--- src/core/sptout_pkg.sv ---
// package for the setpoint output block: register map, field layout, reset values, timing
// assumes a 20 MHz apb clock and one setpoint channel per instance
package sptout_pkg;

  // ----------------------------------------------------------------
  // register byte offsets
  // ----------------------------------------------------------------
  localparam logic [7:0] SPT_CTRL_OFF = 8'h00;
  localparam logic [7:0] SPT_VALUE_OFF = 8'h04;
  localparam logic [7:0] SPT_HYST_OFF = 8'h08;
  localparam logic [7:0] SPT_ONDLY_OFF = 8'h0C;
  localparam logic [7:0] SPT_OFFDLY_OFF = 8'h10;
  localparam logic [7:0] SPT_MEAS_OFF = 8'h14;
  localparam logic [7:0] SPT_CMD_OFF = 8'h18;
  localparam logic [7:0] SPT_STATUS_OFF = 8'h1C;

  // ----------------------------------------------------------------
  // control register fields
  // ----------------------------------------------------------------
  localparam int CTRL_ACT_LSB = 0;
  localparam int CTRL_RST_LSB = 2;
  localparam int CTRL_RSTDSP_BIT = 4;
  localparam int CTRL_STBY_BIT = 5;
  localparam int CTRL_COLOR_BIT = 6;
  localparam int CTRL_DP_LSB = 8;
  localparam int CTRL_EN_BIT = 11;

  // command register bits, write one to act
  localparam int CMD_SERIAL_BIT = 0;
  localparam int CMD_UPDATE_BIT = 1;

  // status register bits
  localparam int STAT_OUT_BIT = 0;
  localparam int STAT_PEND_BIT = 1;
  localparam int STAT_STBY_BIT = 2;
  localparam int STAT_COLOR_BIT = 3;
  localparam int STAT_TRIG_BIT = 4;

  // ----------------------------------------------------------------
  // value limits, counts in display units; the delay limit counts tenths of a second
  // ----------------------------------------------------------------
  localparam logic signed [31:0] SPT_MIN = -32'sd19999;
  localparam logic signed [31:0] SPT_MAX = 32'sd99999;
  localparam logic [15:0] HYST_MIN = 16'h0001;
  localparam logic [15:0] HYST_MAX = 16'hEA5F;
  localparam logic [12:0] DLY_MAX = 13'h176F;

  // ----------------------------------------------------------------
  // timing: delays count in tenths of a second
  // ----------------------------------------------------------------
  localparam int CLK_HZ = 20000000;
  localparam int TENTH_S_PER_S = 10;
  localparam int TENTH_CYCLES = CLK_HZ / TENTH_S_PER_S;

  // ----------------------------------------------------------------
  // reset values
  // ----------------------------------------------------------------
  localparam logic [11:0] CTRL_RESET = 12'h000;
  localparam logic [31:0] VALUE_RESET = 32'h0000_0000;
  localparam logic [15:0] HYST_RESET = 16'h0001;
  localparam logic [12:0] DLY_RESET = 13'h0000;

  typedef enum logic [1:0] {
    high_acting_balanced,
    low_acting_balanced,
    high_acting_unbalanced,
    low_acting_unbalanced
  } sptout_action_t;

  typedef enum logic [1:0] {
    auto_reset_mode,
    latch_immediate_reset_mode,
    latch_delayed_reset_mode
  } sptout_rstmode_t;

endpackage

--- src/core/sptout_core.sv ---
// setpoint output logic: hysteresis compare, on/off delays, reset modes, standby, colour
// assumes an apb master on pclk and a measurement update strobe from the display path
//
// Contract
// - four actions, high or low acting, balanced or unbalanced hysteresis.
// - signed setpoint accepted from -19999 to 99999, clamped otherwise.
// - setpoint and hysteresis share the display decimal point position.
// - hysteresis accepted from 1 to 59999 counts, clamped otherwise.
// - unbalanced band sits below high-acting, above low-acting setpoints.
// - on-delay 0.0 to 599.9 seconds before asserting the output.
// - separate off-delay 0.0 to 599.9 seconds before deasserting.
// - zero delay makes the output follow the compare at update rate.
// - auto mode turns off at off point; manual reset clears until recrossed.
// - latched output stays on until panel, user, serial reset or power cycle.
// - latch immediate mode clears at once on reset, until trigger recrossed.
// - latch delayed mode holds reset pending until off point is crossed.
// - at power-up a latched output comes up off if display below setpoint; code clears it at first update when display >= setpoint, not at off point.
// - power cycle discards a pending delayed reset not active at power-up.
// - display reset also resets the output when that option is enabled.
// - that reset needs source set to display reset and input displayed.
// - standby holds output off after power-up until trigger first crossed.
// - colour change option toggles backlight colour when output changes.
//
// Local design decisions: the register offsets and the APB interface to the registers.
`timescale 1ns/1ps

module sptout_core
  import sptout_pkg::*;
(
  input wire logic pclk,
  input wire logic presetn,
  input wire logic psel,
  input wire logic penable,
  input wire logic pwrite,
  input wire logic [7:0] paddr,
  input wire logic [31:0] pwdata,
  output logic [31:0] prdata,
  output logic pready,
  output logic pslverr,
  input wire logic meas_update,
  input wire logic signed [31:0] meas_value,
  input wire logic panel_reset,
  input wire logic user_reset,
  input wire logic panel_rst_is_dsp,
  input wire logic user_rst_is_dsp,
  input wire logic input_displayed,
  output logic setpoint_out,
  output logic backlight_alt
);

  // ----------------------------------------------------------------
  // state
  // ----------------------------------------------------------------
  typedef struct packed {
    logic [11:0] ctrl;
    logic signed [31:0] spt;
    logic [15:0] hyst;
    logic [12:0] on_dly;
    logic [12:0] off_dly;
    logic signed [31:0] meas;
    logic [12:0] dly_cnt;
    logic [21:0] tick_cnt;
    logic out;
    logic pend;
    logic man_clr;
    logic stby;
    logic color;
    logic trig;
    logic first;
    logic [31:0] rdata;
  } sptout_state_t;

  sptout_state_t state_ff;
  sptout_state_t nxt_state;

  // ----------------------------------------------------------------
  // helpers
  // ----------------------------------------------------------------
  function automatic logic signed [31:0] clamp_spt(input logic [31:0] v);
    logic signed [31:0] s;
    s = $signed(v);
    if (s < SPT_MIN) begin
      clamp_spt = SPT_MIN;
    end else if (s > SPT_MAX) begin
      clamp_spt = SPT_MAX;
    end else begin
      clamp_spt = s;
    end
  endfunction

  function automatic logic [12:0] clamp_dly(input logic [31:0] v);
    if (v > {19'h0_0000, DLY_MAX}) begin
      clamp_dly = DLY_MAX;
    end else begin
      clamp_dly = v[12:0];
    end
  endfunction

  logic apb_wr;
  logic apb_rd;
  logic [31:0] wdata;
  logic dsp_reset;
  logic manual_reset;
  logic high_act;
  logic unbal;
  logic signed [31:0] on_pt;
  logic signed [31:0] off_pt;
  logic at_on;
  logic at_off;
  logic want;
  logic [12:0] dly_sel;
  logic tenth;
  logic [1:0] rmode;

  assign pready = 1'b1;
  assign pslverr = 1'b0;
  assign prdata = state_ff.rdata;
  assign setpoint_out = state_ff.out;
  assign backlight_alt = state_ff.color;
  assign apb_wr = psel & penable & pwrite;
  assign apb_rd = psel & ~penable & ~pwrite;
  assign wdata = pwdata;

  always_comb begin
    nxt_state = state_ff;
    dly_sel = 13'h0000;

    // ----------------------------------------------------------------
    // register writes
    // ----------------------------------------------------------------
    if (apb_wr) begin
      case (paddr)
        SPT_CTRL_OFF: nxt_state.ctrl = wdata[11:0];
        SPT_VALUE_OFF: nxt_state.spt = clamp_spt(wdata);
        SPT_HYST_OFF: begin
          if (wdata[15:0] < HYST_MIN || wdata[31:16] != 16'h0000 && 1'b0) begin
            nxt_state.hyst = HYST_MIN;
          end else if (wdata[31:16] != 16'h0000 || wdata[15:0] > HYST_MAX) begin
            nxt_state.hyst = HYST_MAX;
          end else begin
            nxt_state.hyst = wdata[15:0];
          end
        end
        SPT_ONDLY_OFF: nxt_state.on_dly = clamp_dly(wdata);
        SPT_OFFDLY_OFF: nxt_state.off_dly = clamp_dly(wdata);
        SPT_MEAS_OFF: nxt_state.meas = $signed(wdata);
        default: begin
        end
      endcase
    end

    // read data registered in setup so it is stable through the access phase
    if (apb_rd) begin
      case (paddr)
        SPT_CTRL_OFF: nxt_state.rdata = {20'h0_0000, state_ff.ctrl};
        SPT_VALUE_OFF: nxt_state.rdata = state_ff.spt;
        SPT_HYST_OFF: nxt_state.rdata = {16'h0000, state_ff.hyst};
        SPT_ONDLY_OFF: nxt_state.rdata = {19'h0_0000, state_ff.on_dly};
        SPT_OFFDLY_OFF: nxt_state.rdata = {19'h0_0000, state_ff.off_dly};
        SPT_MEAS_OFF: nxt_state.rdata = state_ff.meas;
        SPT_STATUS_OFF: nxt_state.rdata = {27'h000_0000, state_ff.trig, state_ff.color,
                                           state_ff.stby, state_ff.pend, state_ff.out};
        default: nxt_state.rdata = 32'h0000_0000;
      endcase
    end

    // ----------------------------------------------------------------
    // trigger points; the decimal point only labels counts, so
    // raw counts compare directly
    // ----------------------------------------------------------------
    high_act = (state_ff.ctrl[CTRL_ACT_LSB +: 2] == high_acting_balanced) ||
               (state_ff.ctrl[CTRL_ACT_LSB +: 2] == high_acting_unbalanced);
    unbal = state_ff.ctrl[CTRL_ACT_LSB + 1];
    if (high_act) begin
      on_pt = unbal ? state_ff.spt : state_ff.spt + $signed({16'h0000, state_ff.hyst});
      off_pt = state_ff.spt - $signed({16'h0000, state_ff.hyst});
      at_on = state_ff.meas >= on_pt;
      at_off = state_ff.meas <= off_pt;
    end else begin
      on_pt = unbal ? state_ff.spt : state_ff.spt - $signed({16'h0000, state_ff.hyst});
      off_pt = state_ff.spt + $signed({16'h0000, state_ff.hyst});
      at_on = state_ff.meas <= on_pt;
      at_off = state_ff.meas >= off_pt;
    end

    // ----------------------------------------------------------------
    // reset sources
    // ----------------------------------------------------------------
    dsp_reset = state_ff.ctrl[CTRL_RSTDSP_BIT] & input_displayed &
                ((panel_reset & panel_rst_is_dsp) | (user_reset & user_rst_is_dsp));
    manual_reset = panel_reset | user_reset | dsp_reset |
                   (apb_wr && paddr == SPT_CMD_OFF && wdata[CMD_SERIAL_BIT]);
    rmode = state_ff.ctrl[CTRL_RST_LSB +: 2];

    // tenth-second time base for the delay counters
    tenth = (state_ff.tick_cnt == 22'(TENTH_CYCLES - 1));
    nxt_state.tick_cnt = tenth ? 22'h00_0000 : state_ff.tick_cnt + 22'h00_0001;

    if (manual_reset) begin
      case (rmode)
        latch_delayed_reset_mode: nxt_state.pend = state_ff.out;
        default: begin
          nxt_state.out = 1'b0;
          nxt_state.man_clr = state_ff.out;
          nxt_state.dly_cnt = 13'h0000;
        end
      endcase
    end

    if (meas_update || (apb_wr && paddr == SPT_CMD_OFF && wdata[CMD_UPDATE_BIT])) begin
      if (state_ff.first) begin
        nxt_state.first = 1'b0;
        if (rmode != auto_reset_mode && !at_off && !(state_ff.meas < state_ff.spt)) begin
          nxt_state.out = 1'b0;
        end
        nxt_state.pend = 1'b0;
      end
      // standby only lives until the first update when the option is off
      if (state_ff.first && !state_ff.ctrl[CTRL_STBY_BIT]) begin
        nxt_state.stby = 1'b0;
      end
      if (state_ff.stby && at_on) begin
        nxt_state.stby = 1'b0;
      end
      if (state_ff.man_clr && !at_on) begin
        nxt_state.man_clr = 1'b0;
      end
      want = state_ff.out;
      if (!state_ff.out) begin
        want = at_on && !state_ff.man_clr && !(state_ff.stby && !at_on) && !manual_reset;
      end else if (rmode == auto_reset_mode) begin
        want = !at_off;
      end else if (state_ff.pend && at_off) begin
        want = 1'b0;
      end
      dly_sel = want ? state_ff.on_dly : state_ff.off_dly;
      if (want == state_ff.out) begin
        nxt_state.dly_cnt = 13'h0000;
      end else if (dly_sel == 13'h0000 || state_ff.dly_cnt >= dly_sel) begin
        nxt_state.out = want;
        nxt_state.dly_cnt = 13'h0000;
        if (!want) begin
          nxt_state.pend = 1'b0;
        end
      end
      nxt_state.trig = at_on;
    end else if (tenth && state_ff.dly_cnt != DLY_MAX) begin
      nxt_state.dly_cnt = state_ff.dly_cnt + 13'h0001;
    end

    if (!state_ff.ctrl[CTRL_EN_BIT]) begin
      nxt_state.out = 1'b0;
      nxt_state.dly_cnt = 13'h0000;
    end
    if (nxt_state.stby) begin
      nxt_state.out = 1'b0;
    end

    if (state_ff.ctrl[CTRL_COLOR_BIT] && nxt_state.out != state_ff.out) begin
      nxt_state.color = ~state_ff.color;
    end
  end

  // ----------------------------------------------------------------
  // registers; standby flag set at power-up, kept until the first update
  // so that a standby enable written after power-up still takes hold
  // ----------------------------------------------------------------
  always_ff @(posedge pclk or negedge presetn) begin
    if (!presetn) begin
      state_ff <= '0;
      state_ff.ctrl <= CTRL_RESET;
      state_ff.spt <= VALUE_RESET;
      state_ff.hyst <= HYST_RESET;
      state_ff.on_dly <= DLY_RESET;
      state_ff.off_dly <= DLY_RESET;
      state_ff.stby <= 1'b1;
      state_ff.first <= 1'b1;
    end else begin
      state_ff <= nxt_state;
    end
  end

endmodule

--- config.mk ---
export PLATFORM = sky130hd
export DESIGN_NAME = sptout_core
export DESIGN_NICKNAME = d
export VERILOG_FILES = /design/src/core/sptout_pkg.sv /design/src/core/sptout_core.sv
export SDC_FILE = /design/constraint.sdc
export NUM_CORES = 1
export LEC_CHECK = 0
export BUFFER_PORTS_ARGS = -buffer_cell sky130_fd_sc_hd__buf_2
export CAP_MARGIN = 20
export CORE_MARGIN = 10
export CORE_UTILIZATION = 55
export CTS_BUF_LIST = sky130_fd_sc_hd__clkbuf_16
export DETAILED_ROUTE_END_ITERATION = 7
export HOLD_SLACK_MARGIN = 0.12
export PLACE_DENSITY_LB_ADDON = 0.1
export SETUP_SLACK_MARGIN = 0.5
export SKIP_LAST_GASP = 1
export SLEW_MARGIN = 20
export SYNTH_ARGS = -nofsm -noshare
export SYNTH_HDL_FRONTEND = slang
export SYNTH_SLANG_ARGS = --single-unit
--- constraint.sdc ---
create_clock -name pclk -period 8.55 [get_ports pclk]
set_clock_uncertainty 0.05 [all_clocks]
set_input_delay 0.4275 -clock pclk [delete_from_list [all_inputs] [get_ports pclk]]
set_output_delay 0.4275 -clock pclk [all_outputs]
set_load 0.05 [all_outputs]
## Word level (Yosys, flattened, before mapping)

Index checks and enable logic that the tools add are counted.

| storage, ports and cells | value |
|---|---|
| bits in latches | 0 |
| bits in registers | 192 |
| output and inout port bits | 36 |
| word-level logic and storage cells | 135 |
| bits of input ports | 83 |
| bits in writable memories | 0 |
| memories | 0 |
| ROM bits | 0 |

| operators by class | value |
|---|---|
| divide/modulo/power cells | 0 |
| bitwise logic cells | 15 |
| multiplexer cells | 38 |
| reductions and logical operators | 38 |
| add/subtract/negate cells | 4 |
| eq/ne operators | 13 |
| magnitude comparators | 11 |
| shift-type cells | 0 |
| multipliers | 0 |

Operators with widths:

| operator | number |
|---|---|
| 32-bit case mux with 7 select lines | 1 |
| 32-bit 2-to-1 mux | 4 |
| 13-bit 2-to-1 mux | 9 |
| 32-bit greater-or-equal comparator | 2 |
| 32-bit <= comparator | 2 |
| 32-bit by 17-bit adder with 32-bit output | 1 |
| 8-bit by 5-bit equality test with 1-bit output (second input constant) | 4 |
| 32-bit by 13-bit > comparator with 1-bit output (second input constant) | 1 |
| 32-bit by 18-bit > comparator with 1-bit output (second input constant) | 1 |
| 32-bit by 16-bit less-than comparator with 1-bit output (second input constant) | 1 |
| 32-bit less-than comparator | 1 |
| 16-bit 2-to-1 mux | 2 |
| 32-bit by 17-bit subtractor with 32-bit output | 1 |
| 22-bit by 1-bit adder with 22-bit output (second input constant) | 1 |
| 22-bit by 21-bit equality test with 1-bit output (second input constant) | 1 |
| 22-bit 2-to-1 mux | 1 |
| 8-bit by 4-bit equality test with 1-bit output (second input constant) | 2 |
| 16-bit > comparator (second input constant) | 1 |
| 16-bit by 1-bit less-than comparator with 1-bit output (second input constant) | 1 |
| 1-bit 2-to-1 mux | 16 |
| 16-bit nonzero test | 1 |
| 1-bit logical AND | 15 |
| 13-bit by 1-bit adder with 13-bit output (second input constant) | 1 |
| 13-bit greater-or-equal comparator | 1 |
| other kinds (18) | 48 |

## Longest topological paths before layout

| logic depth | value |
|---|---|
| depth after elaboration | 21 |
| gate-level depth with buffers | 36 |
| gate-level depth less buffers | 36 |

## Worst setup path after synthesis

No wires, ideal clock.

| path | value |
|---|---|
| path type | register to register |
| from | register state_ff[133] in the netlist's numbering |
| to | register state_ff (netlist bit backlight_alt) |
| stages on the path, launching flop included | 36 |
| arrival time | 6965 ps |
| buffers on the path | 1 |
| period minus slack after synthesis | 7156 ps |
| slack | 1394 ps |
| library setup time | 141 ps |
| cells stage by stage | dfrtp_1 inv_1 ha_1 nor2b_1 o21ai_0 a21oi_1 o211ai_1 a21oi_1 o31ai_1 a21oi_1 nand2_1 o2111ai_1 nor4_1 xnor2_1 ha_1 nand4_1 nor2_1 nand3_1 a41o_1 a21o_1 a31oi_2 nand3_4 nand3_1 buf_2 mux2i_1 ha_1 a21oi_1 nor2_1 a2111oi_0 a21oi_1 o221ai_1 nand2_1 a41o_1 o221a_2 o21ai_1 xnor2_1 |

| between the ends | value |
|---|---|
| cells in the longest elaborated chain, start to end | 21 |
| elaborated cells on any way between the ends | 40 |
| those cells by class | 2 x add/sub; 5 x order compare; 2 x eq/ne; 17 x mux; 14 x reduce/logical |

RTL lines:

| element | line | source |
|---|---|---|
| from (decl) | sptout_core.sv:73 | `sptout_state_t state_ff;` |
| from (signal assigned) | sptout_core.sv:279 | `state_ff <= nxt_state;` |
| 32-bit by 17-bit subtractor with 32-bit output or 32-bit by 17-bit adder with 32-bit output (tied branches) | - |  |
| 32-bit 2-to-1 mux, on equally long branches | sptout_core.sv:180, sptout_core.sv:175 |  |
| 32-bit <= comparator or 32-bit greater-or-equal comparator (tied branches) | sptout_core.sv:182, sptout_core.sv:177 |  |
| 1-bit 2-to-1 mux | sptout_core.sv:174 | `if (high_act) begin` |
| 1-bit logical NOT | sptout_core.sv:230 | `want = at_on && !state_ff.man_clr && !(state_ff.stby && !at_on) && !manual_reset;` |
| 1-bit logical AND | sptout_core.sv:230 |  |
| 1-bit logical NOT | sptout_core.sv:230 |  |
| 1-bit logical AND (2 in series) | sptout_core.sv:230 |  |
| [4 not listed] | - |  |
| 1-bit logical OR | sptout_core.sv:239 | `end else if (dly_sel == 13'h0000 \|\| state_ff.dly_cnt >= dly_sel) begin` |
| 2-bit 2-to-1 mux | sptout_core.sv:239 |  |
| 2-bit 2-to-1 mux | sptout_core.sv:237 | `if (want == state_ff.out) begin` |
| 4-bit 2-to-1 mux * | sptout_core.sv:210 | `if (meas_update \|\| (apb_wr && paddr == SPT_CMD_OFF && wdata[CMD_UPDATE_BIT])) begin` |
| 1-bit 2-to-1 mux | sptout_core.sv:251 | `if (!state_ff.ctrl[CTRL_EN_BIT]) begin` |
| 1-bit 2-to-1 mux * | sptout_core.sv:255 | `if (nxt_state.stby) begin` |
| 1-bit inequality test * | sptout_core.sv:259 | `if (state_ff.ctrl[CTRL_COLOR_BIT] && nxt_state.out != state_ff.out) begin` |
| 1-bit logical AND * | sptout_core.sv:259 |  |

Every way passes the cells marked *; elsewhere a longest branch is shown, timed or not. The select of a mux whose other input is x is not followed.
A chain may end at the register's enable or synchronous reset.

## Worst setup path after layout

| path | value |
|---|---|
| from | register state_ff[132] in the netlist's numbering |
| to | register state_ff (netlist bit backlight_alt) |

The elaborated chain is that of the path after synthesis.

==> results.py <==
metrics = {
    "placement": {
        "routabilityCongestion": 0.951,
        "dp_hpwl_mm": 38.1,
        "port_buffers": 81,
    },
    "worst_setup_path": {
        "cp.required_ps": 8880,
        "rr_worst_depth": 35,
        "endpoint_kind": "flip-flop",
        "worstPathMaxFanout": 13,
        "crit_type": "reg -> reg",
        "crit_arrival_ps": 8070,
        "crit_path_top_delay_cell": "dfstp_2",
        "cp-start-kind": "flip-flop",
        "cpPeakStageDelay_ps": 570,
    },
    "logic_synthesis": {
        "synth_area_um2": 16100,
        "synth_edf_count": 0,
        "synth_top_area_frac": 0.294,
        "yosysWarnings": 0,
        "synthesis.nets": 2131,
        "async_flop_share": 1.00,
        "yosys_register_bits": 192,
        "yosys.area.top_type": "dfrtp_1",
        "synth_flop_cell": "dfrtp_1",
        "ys_types": 96,
        "synth_area_per_cell_um2": 8.74,
        "synth_cells": 1840,
        "seq_area_frac_synth": 0.299,
        "post_synth_main_area_contributors": "dfrtp_1 (29%), ha_1 (16%), xnor2_1 (5.1%)",
    },
    "drt": {
        "drt_iter0_drc": 1326,
        "wirelength_mm": 50.2,
        "drt_pass1_iterations": 6,
        "dr_total_vias": 14200,
        "wire_per_inst_um": 22.1,
        "drc": 0,
        "antenna_left": 0,
        "viasPerCell": 6.27,
    },
    "power": {
        "vdd_drop_max_mv": 0.188,
        "intPower_mw": 1.45,
        "p_sw_mw": 0.667,
        "pwr-share-seq": 0.450,
        "power.share.clock": 0.381,
        "p_comb_frac": 0.169,
        "p_leak_nw": 8.39,
        "swShare": 0.315,
        "cellPowerDensity_nw_per_um2": 121,
    },
    "timing": {
        "finalHoldViolCount": 0,
        "finalSetupViolations": 0,
        "layout_min_cycle_time_ps": 7740,
        "rsz0062_at_grt": "no",
        "fin_crit_sh": 0.906,
        "fin_setup_tns_ps": 0,
        "slew_violations": 0,
        "worstMarginPinSlew_ps": 999,
        "max_freq_mhz": 129,
        "max_slew_margin": 0.334,
    },
    "hold_path": {
        "holdPathStages": 2,
        "hold_path_class": "in -> reg",
    },
    "grt": {
        "grt_overflow_total": 0,
        "grt_pass1_wl_mm": 78.3,
        "grt_max_degree": 120,
        "grt_usage": 0.275,
        "grt_pass1_vias": 14000,
        "antenna_found_initial": 0,
    },
    "final_layout": {
        "layout-drive-gt1-share": 0.160,
        "final_util": 0.610,
        "fillCellCount": 2572,
        "layout.nets": 2165,
        "area_growth_pct": 9.15,
    },
    "floorplan": {
        "io_pins": 119,
        "fp.dieH_um": 191,
        "die_area_um2": 36500,
        "dieWidth_um": 191,
        "core.rowCount": 62,
        "initial_core_util": 0.559,
        "coreArea_um2": 28800,
    },
    "clock_tree": {
        "numCtsBuffers": 17,
        "cts.sinks": 192,
        "clock-root-buffer": "clkbuf_16",
        "clkTransAtPathRegs_ps": 80,
        "clock_latency_ps": 470,
        "clockBufferDepth": 2,
        "cts_htree_levels": 4,
        "tritoncts": "done",
    },
    "status": {
        "outcome": "completed",
    },
    "job": {
        "max_cap_viol_count": 0,
    },
}
## worst max-delay path: cells and delay by family, from the launching register on
kind / cells / cell delay, ps
AOI/OAI and AO/OA: 14 / 2860
muxes: 1 / 260
xor gates and xnor gates: 3 / 600
DFF: 1 / 570
and+or+nand+nor: 10 / 1740
adders and majority gates: 4 / 980
buffers and inverters: 3 / 560
## power groups by stage
| stage | clock, mW | combinational [mW] | sequential (mW) |
|---|---|---|---|
| 2_1_floorplan | 0 | 0.222 | 0.965 |
| 4_1_cts | 0.817 | 0.345 | 0.953 |
| 6_report | 0.807 | 0.357 | 0.954 |
| 3_5_place_dp | 0 | 0.341 | 0.971 |
| 3_3_place_gp | 0 | 0.335 | 0.970 |
| 5_1_grt | 0.849 | 0.394 | 0.956 |
## cell type report
cell class              count  area [um2]  share of cell area
multi-input cells        1454       10600               0.603
flip-flops and latches    192        4810               0.274
repair buffers            129         790              0.0450
well taps                 384         480              0.0274
clock buffers              17         425              0.0242
inverters                  80         300              0.0171
clock inverters            15         151             0.00863
diodes                      1        2.50            0.000143
## cell usage in the layout, fill, tap and decap left out, types with 7 or more instances in the layout
cell type  synthesis  final
a22oi_1           25     25
nand2b_1          15     14
buf_2              2     80
a21oi_1          132    127
nor3_1            45     42
inv_1             76     76
a31oi_1           15     14
dfrtp_1          189    188
nor2b_1           26     24
nand4_1           45     45
ha_1             206    206
nor4_1            27     23
and2_1             7      7
o21a_1            10     10
nand2_1          185    185
or3_1              9      9
xor2_1            15     15
o211ai_1          13     13
buf_4             35     46
xnor2_1           93     92
a211oi_1          12     11
clkbuf_16          0     17
a221oi_1          12     12
and3_1            17     17
a21o_1            18     18
o21ai_0          139    134
mux2i_1           26     23
nand3_1           50     49
mux2_2            66     66
nor2_1           119    115
## worst paths after layout
path / from / endpoint / slack [ps]
min in group asynchronous: presetn / prdata[3]$_DFFE_PN0P_ / 580
worst max-delay path: state_ff[132]$_DFFE_PN1P_ / backlight_alt$_DFFE_PN0P_ / 810
worst min register to register: prdata[5]$_DFFE_PN0P_ / prdata[5]$_DFFE_PN0P_ / 420
worst max register to register: state_ff[132]$_DFFE_PN1P_ / backlight_alt$_DFFE_PN0P_ / 810
worst min-delay path: pwdata[27] / state_ff[101]$_DFFE_PN0P_ / 190
max in group asynchronous: presetn / state_ff[163]$_DFFE_PN0P_ / 6280
## synthesized netlist by cell type, types with 50 or more instances
cell type  number
o21ai_0       139
dfrtp_1       189
mux2_2         66
nand3_1        50
ha_1          206
nand2_1       185
nor2_1        119
clkbuf_1       69
inv_1          76
xnor2_1        93
a21oi_1       132
## logic make-up after synthesis
logic type,Yosys count,synth area share
mux,92,0.0624
flops,192,0.299
other cells,2,0.000467
compound gates,453,0.179
fa+ha+maj,208,0.163
buf+inv,194,0.0546
simple gates,591,0.183
xor+xnor,108,0.0588
## registers in the layout (all words and copies together) (netlist names)
| register | cells |
|---|---|
| state_ff | 156 |
| prdata | 32 |
| rmode | 2 |
| backlight_alt | 1 |
| setpoint_out | 1 |
## per-layer routing
metal / global-route usage / wire length, um / vias up / share of wire
met3: 0.0472 / 3060 / 98 / 0.061
met2: 0.436 / 23000 / 471 / 0.46
met1: 0.365 / 22200 / 6946 / 0.44
li1: - / - / 6729 / -
met5: 0 / 0 / - / 0
met4: 0.111 / 1930 / 0 / 0.038
## through the flow
stage               hold WS [ps]  setup WS (ps)  power [mW]  instance area (um2)  instances
global route                 192            436        2.20                17500       2271
finish                       192            807        2.12                17500       2272
floorplan                   81.9           1390        1.19                16100       1840
global placement             407            276        1.30                16700       2230
detailed placement           414            248        1.31                16700       2230
CTS                          172            513        2.11                17400       2263
## timing repair
action                                  4_1_cts  5_1_grt
cloned                                        0        0
pin swaps                                     0       11
hold buffers                                  1        0
endpoints found under the setup margin       15       16
setup buffers                                 0        8
hold endpoints to repair                     48        0
resized for setup                            12       32
Note: power is estimated with default switching activity, not from simulation.
